## src/inc/pwi_map.svh

```systemverilog
// Named offsets, field positions, reset values and timing figures of the power-on write inhibit block.
// How it works
// Below threshold, logic held reset, no instructions.
// Modifying and arming instructions ignored during inhibit delay.
// Host keeps select inactive until supply settles.
// Reads accepted once select-after-supply delay elapsed.
// Host sends no modify before both delays.
// Leaving reset enters standby, never deep power-down.
// Power-up clears the write enable latch.
// Supply loss disables all operations, aborts cycles.
// Host may hold reset pin low throughout.
// Shipped array reads FFh, status bits zero.
// Latch set only by decoded write arm.
// Inhibit delay is counter with configurable terminal.
`ifndef PWI_MAP_SVH
`define PWI_MAP_SVH

// -----------------------------------------------------------------------------
// Clock rate and timing figures.
// -----------------------------------------------------------------------------
`define PWI_CLK_KHZ            25000
`define PWI_INHIBIT_MIN_MS     1
`define PWI_INHIBIT_MAX_MS     10
`define PWI_SEL_DELAY_MIN_US   30
// A least time rounds up to whole clock cycles.
`define PWI_INHIBIT_CYCLES     ((`PWI_INHIBIT_MIN_MS * `PWI_CLK_KHZ))
`define PWI_SEL_DELAY_CYCLES   ((`PWI_SEL_DELAY_MIN_US * `PWI_CLK_KHZ + 999) / 1000)

// -----------------------------------------------------------------------------
// Status byte layout and reset values.
// -----------------------------------------------------------------------------
`define PWI_STAT_WIP_BIT       0
`define PWI_STAT_WEL_BIT       1
`define PWI_STAT_RESET         8'h00
`define PWI_ERASED_BYTE        8'hff
`define PWI_SYNC_STAGES        2

`endif

```

## src/inc/pwi_pkg.sv

```systemverilog
// Types shared by the power-on write inhibit block.
package pwi_pkg;

    // Decoded instructions handed over by the instruction decoder.
    typedef enum logic [3:0] {
        pwi_none_cmd,
        pwi_write_arm_cmd,
        pwi_write_disarm_cmd,
        pwi_page_rewrite_cmd,
        pwi_page_load_cmd,
        pwi_page_clear_cmd,
        pwi_block_clear_cmd,
        pwi_chip_clear_cmd,
        pwi_lock_store_cmd,
        pwi_read_cmd,
        pwi_read_status_cmd,
        pwi_deep_pd_cmd,
        pwi_release_pd_cmd
    } pwi_cmd_t;

    // Power mode of the device.
    typedef enum logic [1:0] {
        pwi_mode_reset,
        pwi_mode_standby,
        pwi_mode_deep_pd
    } pwi_mode_t;

endpackage

```

## src/inc/pwi_gate_if.sv

```systemverilog
// Interface between the sequencer and one of its delay timers.
`timescale 1ns/1ps
interface pwi_gate_if;
    logic run;     // Timer counts while high, clears while low.
    logic expired; // High once the terminal count is reached.

    modport owner (output run, input expired);
    modport timer (input run, output expired);
endinterface

```

## src/rtl/pwi_sequencer.sv

```systemverilog
// Power-up and power-down sequencer with write inhibit gate for a serial flash core.
`timescale 1ns/1ps
`include "pwi_map.svh"
module pwi_sequencer #(
    parameter int unsigned INHIBIT_CYCLES = `PWI_INHIBIT_CYCLES,
    parameter int unsigned SEL_CYCLES     = `PWI_SEL_DELAY_CYCLES
) (
    input  wire logic              ref_clk_in,        // Core clock, 25 MHz.
    input  wire logic              rstn_in,           // Asynchronous reset, active low.
    input  wire logic              por_ok_in,         // Supply above inhibit_threshold (pin level).
    input  wire logic              reset_pin_n_in,    // External reset pin, active low (pin level).
    input  wire logic              supply_min_in,     // Supply at or above minimum operating level (pin level).
    input  wire logic              cmd_valid_in,      // One-cycle strobe: decoded instruction present.
    input  wire pwi_pkg::pwi_cmd_t cmd_in,            // Decoded instruction.
    input  wire logic              wip_in,            // Write, program or erase cycle running.
    input  wire logic              cycle_done_in,     // One-cycle pulse: modifying cycle finished.
    output logic                   logic_run_out,     // Internal logic out of reset.
    output logic                   cmd_exec_out,      // One-cycle pulse: instruction accepted.
    output pwi_pkg::pwi_cmd_t      exec_cmd_out,      // Instruction accepted, valid with cmd_exec_out.
    output logic                   cmd_ignored_out,   // One-cycle pulse: instruction ignored.
    output logic                   abort_out,         // Running cycle cut off by supply loss.
    output logic                   write_enable_latch_out,
    output logic                   write_open_out,    // write_inhibit_delay elapsed.
    output logic                   read_open_out,     // select_after_supply_delay elapsed.
    output pwi_pkg::pwi_mode_t     mode_out,          // Power mode.
    output logic [7:0]             status_out,        // Status byte.
    output logic [7:0]             erased_byte_out    // Value of every array byte as shipped.
);
    import pwi_pkg::*;

    // -------------------------------------------------------------------------
    // Elaboration checks.
    // -------------------------------------------------------------------------
    if (INHIBIT_CYCLES < 1 || SEL_CYCLES < 1) begin : g_bad_params
        $error("Delay counts must be at least one cycle.");
    end

    // -------------------------------------------------------------------------
    // Pin synchronisers: supply level, reset pin and minimum supply.
    // -------------------------------------------------------------------------
    logic [2:0] sync1_q; // First stage, read only by the second stage.
    logic [2:0] sync2_q; // Second stage, safe to use.

    always_ff @(posedge ref_clk_in or negedge rstn_in) begin
        if (!rstn_in) begin
            sync1_q <= 3'h0;
            sync2_q <= 3'h0;
        end else begin
            sync1_q <= {supply_min_in, reset_pin_n_in, por_ok_in};
            sync2_q <= sync1_q;
        end
    end

    logic por_ok_s;     // Supply above threshold, synchronised.
    logic pin_run_s;    // Reset pin released, synchronised.
    logic supply_min_s; // Supply at minimum, synchronised.
    logic logic_run;    // Internal logic allowed to run.

    assign por_ok_s     = sync2_q[0];
    assign pin_run_s    = sync2_q[1];
    assign supply_min_s = sync2_q[2];
    // Power-on clear or the reset pin hold all logic in reset.
    assign logic_run    = por_ok_s & pin_run_s;

    // -------------------------------------------------------------------------
    // Delay timers: write inhibit and select-after-supply.
    // -------------------------------------------------------------------------
    pwi_gate_if inhibit_gate ();
    pwi_gate_if select_gate ();

    // Write inhibit counter starts once power-on clear and the reset pin are both released.
    assign inhibit_gate.run = logic_run;
    assign select_gate.run  = logic_run & supply_min_s;

    pwi_delay_timer #(.COUNT(INHIBIT_CYCLES)) u_inhibit_timer (
        .ref_clk_in (ref_clk_in),
        .rstn_in    (rstn_in),
        .gate       (inhibit_gate.timer)
    );

    pwi_delay_timer #(.COUNT(SEL_CYCLES)) u_select_timer (
        .ref_clk_in (ref_clk_in),
        .rstn_in    (rstn_in),
        .gate       (select_gate.timer)
    );

    logic write_open; // Modifying instructions permitted.
    logic read_open;  // Read instructions permitted.

    assign write_open = inhibit_gate.expired;
    assign read_open  = select_gate.expired;

    // -------------------------------------------------------------------------
    // Instruction gate.
    // -------------------------------------------------------------------------
    pwi_mode_t mode_q;  // Power mode.
    logic      wel_q;   // Write enable latch.
    logic      accept;  // Instruction accepted this cycle.
    logic      is_mod;  // Instruction modifies the array or lock store.

    // Decide whether a decoded instruction may run.
    always_comb begin
        is_mod = 1'b0;
        accept = 1'b0;
        case (cmd_in)
            pwi_page_rewrite_cmd, pwi_page_load_cmd, pwi_page_clear_cmd,
            pwi_block_clear_cmd, pwi_chip_clear_cmd, pwi_lock_store_cmd: begin
                is_mod = 1'b1;
            end
            default: begin
                is_mod = 1'b0;
            end
        endcase
        if (!cmd_valid_in || !logic_run) begin
            accept = 1'b0; // Nothing is answered while held in reset.
        end else if (mode_q == pwi_mode_deep_pd) begin
            // Deep power-down accepts only the release instruction, with the core idle; others are ignored.
            accept = (cmd_in == pwi_release_pd_cmd) && !wip_in;
        end else begin
            case (cmd_in)
                pwi_write_arm_cmd: begin
                    accept = write_open; // Arming is also inhibited.
                end
                pwi_read_cmd, pwi_read_status_cmd: begin
                    accept = read_open; // Reads need only the select delay.
                end
                pwi_write_disarm_cmd: begin
                    accept = 1'b1;
                end
                pwi_deep_pd_cmd, pwi_release_pd_cmd: begin
                    accept = !wip_in;
                end
                default: begin
                    // Modifying instructions need the gate open and the latch set.
                    accept = is_mod && write_open && wel_q && !wip_in;
                end
            endcase
        end
    end

    // -------------------------------------------------------------------------
    // Accept and ignore pulses with the accepted instruction.
    // -------------------------------------------------------------------------
    always_ff @(posedge ref_clk_in or negedge rstn_in) begin
        if (!rstn_in) begin
            cmd_exec_out    <= 1'b0;
            cmd_ignored_out <= 1'b0;
            exec_cmd_out    <= pwi_none_cmd;
        end else begin
            cmd_exec_out    <= accept;
            cmd_ignored_out <= cmd_valid_in && logic_run && !accept; // No ignore pulse in reset either.
            exec_cmd_out    <= accept ? cmd_in : pwi_none_cmd;
        end
    end

    // -------------------------------------------------------------------------
    // Power mode state machine.
    // -------------------------------------------------------------------------
    always_ff @(posedge ref_clk_in or negedge rstn_in) begin
        if (!rstn_in) begin
            mode_q <= pwi_mode_reset;
        end else if (!logic_run) begin
            mode_q <= pwi_mode_reset; // Supply loss drops every mode.
        end else begin
            case (mode_q)
                pwi_mode_reset: begin
                    mode_q <= pwi_mode_standby; // Power-up lands in standby.
                end
                pwi_mode_standby: begin
                    if (accept && cmd_in == pwi_deep_pd_cmd) begin
                        mode_q <= pwi_mode_deep_pd;
                    end
                end
                pwi_mode_deep_pd: begin
                    if (accept && cmd_in == pwi_release_pd_cmd) begin
                        mode_q <= pwi_mode_standby;
                    end
                end
                default: begin
                    mode_q <= pwi_mode_reset;
                end
            endcase
        end
    end

    // -------------------------------------------------------------------------
    // Write enable latch: set by an accepted arm, set wins over clear.
    // -------------------------------------------------------------------------
    always_ff @(posedge ref_clk_in or negedge rstn_in) begin
        if (!rstn_in) begin
            wel_q <= 1'b0;
        end else if (!logic_run) begin
            wel_q <= 1'b0; // Cleared at power-up.
        end else if (accept && cmd_in == pwi_write_arm_cmd) begin
            wel_q <= 1'b1; // Only a decoded arm sets it.
        end else if (cycle_done_in || (accept && cmd_in == pwi_write_disarm_cmd)) begin
            wel_q <= 1'b0;
        end
    end

    // -------------------------------------------------------------------------
    // Supply-loss abort flag and registered status outputs.
    // -------------------------------------------------------------------------
    always_ff @(posedge ref_clk_in or negedge rstn_in) begin
        if (!rstn_in) begin
            abort_out <= 1'b0;
        end else begin
            abort_out <= !logic_run && wip_in; // Cycle cut off by supply loss.
        end
    end

    always_ff @(posedge ref_clk_in or negedge rstn_in) begin
        if (!rstn_in) begin
            status_out <= `PWI_STAT_RESET; // All usable status bits start at zero.
        end else if (!logic_run) begin
            status_out <= `PWI_STAT_RESET;
        end else begin
            status_out                   <= `PWI_STAT_RESET;
            status_out[`PWI_STAT_WIP_BIT] <= wip_in;
            status_out[`PWI_STAT_WEL_BIT] <= wel_q;
        end
    end

    always_ff @(posedge ref_clk_in or negedge rstn_in) begin
        if (!rstn_in) begin
            logic_run_out  <= 1'b0;
            write_open_out <= 1'b0;
            read_open_out  <= 1'b0;
        end else begin
            logic_run_out  <= logic_run;
            write_open_out <= write_open;
            read_open_out  <= read_open;
        end
    end

    assign write_enable_latch_out = wel_q;
    assign mode_out               = mode_q;
    assign erased_byte_out        = `PWI_ERASED_BYTE; // Shipped array content.

    logic [31:0] run_age_q; // Cycles since logic_run rose, for checking only.

    always_ff @(posedge ref_clk_in or negedge rstn_in) begin
        if (!rstn_in) begin
            run_age_q <= 32'h0;
        end else if (!logic_run) begin
            run_age_q <= 32'h0;
        end else if (run_age_q != 32'hffffffff) begin
            run_age_q <= run_age_q + 32'h1;
        end
    end
endmodule

```

## src/rtl/pwi_delay_timer.sv

```systemverilog
// Delay timer that opens a gate a fixed number of cycles after its run level rises.
`timescale 1ns/1ps
module pwi_delay_timer #(
    parameter int unsigned COUNT = 1
) (
    input  wire logic     ref_clk_in,
    input  wire logic     rstn_in,
    pwi_gate_if.timer     gate
);
    import pwi_pkg::*;

    // -------------------------------------------------------------------------
    // Elaboration check.
    // -------------------------------------------------------------------------
    if (COUNT < 1) begin : g_bad_count
        $error("Timer terminal count must be at least one cycle.");
    end

    localparam int unsigned CW = $clog2(COUNT + 1);

    logic [CW-1:0] count_q; // Cycles elapsed since run rose.
    logic          open_q;  // Terminal count reached.

    // -------------------------------------------------------------------------
    // Counter: cleared while run is low, saturates at the terminal count.
    // -------------------------------------------------------------------------
    always_ff @(posedge ref_clk_in or negedge rstn_in) begin
        if (!rstn_in) begin
            count_q <= '0;
            open_q  <= 1'b0;
        end else if (!gate.run) begin
            count_q <= '0;
            open_q  <= 1'b0;
        end else if (count_q != CW'(COUNT)) begin
            count_q <= count_q + CW'(1);
            open_q  <= (count_q == CW'(COUNT - 1));
        end
    end

    assign gate.expired = open_q;

endmodule

```

## config.mk

```make
export PLATFORM = sky130hd
export DESIGN_NAME = pwi_sequencer
export DESIGN_NICKNAME = d
export VERILOG_FILES = /design/src/inc/pwi_pkg.sv /design/src/inc/pwi_gate_if.sv /design/src/rtl/pwi_sequencer.sv /design/src/rtl/pwi_delay_timer.sv
export VERILOG_INCLUDE_DIRS = /design/src /design/src/inc
export SDC_FILE = /design/constraint.sdc
export NUM_CORES = 1
export LEC_CHECK = 0
export ABC_AREA = 1
export BUFFER_PORTS_ARGS = -buffer_cell sky130_fd_sc_hd__clkbuf_2
export CAP_MARGIN = 40
export CORE_ASPECT_RATIO = 1.2
export CORE_MARGIN = 1.5
export CORE_UTILIZATION = 31
export CTS_BUF_LIST = sky130_fd_sc_hd__clkbuf_2
export DETAILED_ROUTE_END_ITERATION = 8
export PLACE_DENSITY = 0.49
export RECOVER_POWER = 25
export SYNTH_ARGS = -nofsm -noshare
export SYNTH_HDL_FRONTEND = slang
export SYNTH_SLANG_ARGS = --single-unit
```

## constraint.sdc

```tcl
create_clock -name ref_clk_in -period 1.71 [get_ports ref_clk_in]
set_clock_uncertainty 0.2 [all_clocks]
set_input_delay 0.171 -clock ref_clk_in [delete_from_list [all_inputs] [get_ports ref_clk_in]]
set_output_delay 0.171 -clock ref_clk_in [all_outputs]
set_load 0.02 [all_outputs]
```

==> reports/qor.csv <==
stage,metric,value,unit
run_status,status,"finished, final reports clean",
placed_design,io_buffers,26,
synth,synth.distinct_cells,32,
worst_setup_path,crit_type,flip-flop to flip-flop,
finish,final_cells,422,
finish,layout-drive-gt1-share,31.02,%
finish,stdcell_area,3019,um2
cts,h-tree-depth,2,
cts,clk_pin_slew,240,ps
timing,relSlewSlack,56.47,%
grt,grt_max_degree,49,
timing,fin_ws,32.18,ps
cts,clock-sinks,48,
synth,synth-edff-count,0,
cts,root_buffer,clkbuf_2,
floorplanning,die_h,97.58,um
floorplanning,io_pins,41,
timing,period_share,98.12,%
placed_design,dpl_cell_area,2615,um2
worst_hold_path,hold_path_class,input port to flip-flop,
placed_design,hpwl,3249,um
detailed_routing,drtIter0Drc,55,
grt,gr-usage-all-layers,12.42,%
timing,maxSlewViolCount,0,
worst_setup_path,r2r_slack,30,ps
detailed_routing,wl,4622,um
synth,ys_seq_area_share,51.98,%
cts,tritoncts,done,
finish,diodes,0,
worst_setup_path,crit_path_start_kind,flip-flop,
finish,final_util,41.75,%
worst_setup_path,cp_data_required_time,1850,ps
floorplanning,row_count,34,
worst_setup_path,r2r_end,u_inhibit_timer.count_q[12]$_DFFE_PN0P_,
timing,max_freq,0.5960,GHz
synth,synth_ff_type,dfrtp_1,
timing,final-setup-viol-count,0,
power,peakVddDrop,0.4254,mV
grt,grt_pass1_vias,1791,
timing,finalSetupTns,0,ps
synth,synth-seq-cells,48,
grt,overflow,0,
placed_design,place_inst,387,
timing,worst_pin_slew,653.0,ps
finish,nets,348,
detailed_routing,wl_per_cell,10.95,um
cts,clock_latency,440,ps
detailed_routing,num_vias,1870,
worst_setup_path,ff2ff_path_depth,8,
synth,yosysWarnings,0,
placed_design,globalplace.congestion,0.7962,
cts,cts_buffers,5,
detailed_routing,drc,0,
worst_hold_path,min_path_cells,7,
synth,synthesis.instances,261,
detailed_routing,ant_nets,0,
synth,netlist.area_leader.share,51.98,%
power,p_leak,1.514,nW
placed_design,dp_slack,15.23,ps
cts,clock_path_buffers,2,
floorplanning,start_util,31.96,%
timing,finalHoldViolCount,0,
worst_setup_path,end_kind,flip-flop,
timing,rsz0062_at_grt,yes,
worst_setup_path,cp_max_fo,3,
synth,synth.avg_cell_area,8.854,um2
power,power_density,659.3,nW/um2
detailed_routing,dr.pass1.iters,4,
synth,synthesis.area,2311,um2
floorplanning,die_w,81.82,um
worst_hold_path,holdCritStartpoint,cmd_in[2],
synth,async_flop_share,100.0,%
floorplanning,die_area,7984,um2
synth,yosys.area.top_type,dfrtp_1,
timing,min_period,1678,ps
worst_setup_path,cp.arrival,1810,ps
worst_setup_path,rr_startpoint,u_inhibit_timer.count_q[0]$_DFFE_PN0P_,
finish,area_delta_synth_final,30.64,%
detailed_routing,vias_per_cell,4.431,
worst_hold_path,min_to,mode_out[0]$_DFFE_PN0P_,
synth,synthTopCellsByArea,"dfrtp_1 52%, nand2_1 7.0%, inv_1 6.5%, buf_4 4.5%, nor2_1 4.2%",
grt,grt_pass1_wl,7790,um
grt,antenna_found_initial,0,
job,maxCapViolations,0,
floorplanning,core_area,7232,um2
stage by stage:
| stage | power (mW) | hold slack [ps] |
|---|---|---|
| 5_1_grt | 2.091 | 104.2 |
| 4_1_cts | 2.015 | 70.50 |
| 2_1_floorplan | 1.296 | -324.6 |
| 3_5_place_dp | 1.353 | -17.89 |
| 6_report | 1.991 | 93.45 |
| 3_3_place_gp | 1.352 | -14.41 |
cell usage after synthesis (2+ instances only):
| cell type | n |
|---|---|
| xnor2_1 | 2 |
| a211oi_2 | 2 |
| nand4_1 | 5 |
| o22ai_1 | 3 |
| dfrtp_1 | 48 |
| buf_4 | 14 |
| nor3_1 | 8 |
| a21oi_1 | 13 |
| nand3_1 | 16 |
| nand2_1 | 43 |
| nand2_2 | 3 |
| xor2_1 | 2 |
| nor2_2 | 2 |
| conb_1 | 2 |
| inv_1 | 40 |
| nor2_1 | 26 |
| ha_1 | 5 |
| o31ai_1 | 2 |
| o21ai_0 | 11 |
| nor2_4 | 2 |
cell usage in the layout (no fill, tap or decap), drive strengths merged, types with 2 or more instances in the layout:
| cell type | synthesis | routed |
|---|---|---|
| xor2 | 2 | 2 |
| nor2 | 30 | 30 |
| o31ai | 2 | 2 |
| conb | 2 | 14 |
| inv | 40 | 40 |
| nand4 | 5 | 5 |
| a211oi | 2 | 2 |
| a21oi | 13 | 13 |
| nor3 | 9 | 9 |
| ha | 5 | 5 |
| nand3 | 18 | 18 |
| o22ai | 3 | 3 |
| nor4 | 2 | 2 |
| xnor2 | 2 | 2 |
| clkbuf | 1 | 31 |
| nand2 | 46 | 46 |
| clkinv | 1 | 2 |
| buf | 15 | 28 |
| dlygate4sd3 | 0 | 13 |
| o21ai | 11 | 11 |
| dfrtp | 48 | 48 |
logic make-up after synthesis:
family / synth area share [%]
compound gates: 8.338
xor+xnor: 1.516
fa+ha+maj: 2.707
buf+inv: 11.64
flops: 51.98
other cells: 0.3250
simple gates: 23.50
critical path: stages, from the launching register on:
cell	delay (ps)
dfrtp_1	430
ha_2	190
nand4_1	120
nor2_2	130
and3_4	200
nand2_4	60
nor2_2	90
a21oi_1	70
o21a_1	110
report_power, final:
group / total [mW] / internal [mW] / switching [mW]
Clock: 0.625 / 0.243 / 0.382
Combinational: 0.200 / 0.0722 / 0.128
Sequential: 1.17 / 1.16 / 0.00895
Total: 1.99 / 1.47 / 0.518
how the worst max path moves through the flow:
stage	startpoint	endpoint	slack (ps)	cells past startpoint
2_1_floorplan	u_inhibit_timer.count_q[0]$_DFFE_PN0P_	u_inhibit_timer.count_q[12]$_DFFE_PN0P_	40	8
3_3_place_gp	cmd_in[2]	write_enable_latch_out$_DFFE_PN0P_	9	13
3_5_place_dp	cmd_in[2]	write_enable_latch_out$_DFFE_PN0P_	20	13
4_1_cts	u_inhibit_timer.count_q[0]$_DFFE_PN0P_	u_inhibit_timer.count_q[11]$_DFFE_PN0P_	-10	9
5_1_grt	u_inhibit_timer.count_q[0]$_DFFE_PN0P_	u_inhibit_timer.count_q[14]$_DFFE_PN0P_	-60	8
6_report	u_inhibit_timer.count_q[0]$_DFFE_PN0P_	u_inhibit_timer.count_q[12]$_DFFE_PN0P_	30	8
cell type report:
cell class	count	area (um2)
Inverter	41	155.1
Fill cell	723	4213
Clock inverter	3	42.54
Clock buffer	5	25.02
Tap cell	90	112.6
Timing Repair Buffer	67	493.0
Sequential cell	48	1202
Multi-Input combinational cell	168	988.4
layer usage:
| metal | vias to the layer above | wire [um] | global-route usage [%] | part of all wire [%] |
|---|---|---|---|---|
| li1 | 945 | - | - | - |
| met1 | 891 | 2075 | 15.52 | 45 |
| met2 | 30 | 2365 | 21.19 | 51 |
| met3 | 4 | 138 | 3.099 | 3.0 |
| met4 | 0 | 42 | 2.738 | 0.91 |
| met5 | - | 0 | 0 | 0 |
flip-flops by register name, summed over array words and instances, names as in the netlist:
register / flops
abort_out: 1
cmd_exec_out: 1
cmd_ignored_out: 1
exec_cmd_out: 4
logic_run_out: 1
mode_out: 2
read_open_out: 1
status_out: 2
sync1_q: 3
sync2_q: 3
u_inhibit_timer.count_q: 15
u_inhibit_timer.gate.expired: 1
u_select_timer.count_q: 10
u_select_timer.gate.expired: 1
write_enable_latch_out: 1
write_open_out: 1
repair_timing:
item | CTS | global route
hold endpoints to repair | 62 | 0
pin swaps | 7 | 11
hold buffers | 13 | 0
resized for setup | 6 | 31
endpoints found under the setup margin | 4 | 25
buffers inserted | 6 | 8
No activity file was read; power rests on OpenSTA's default activity.
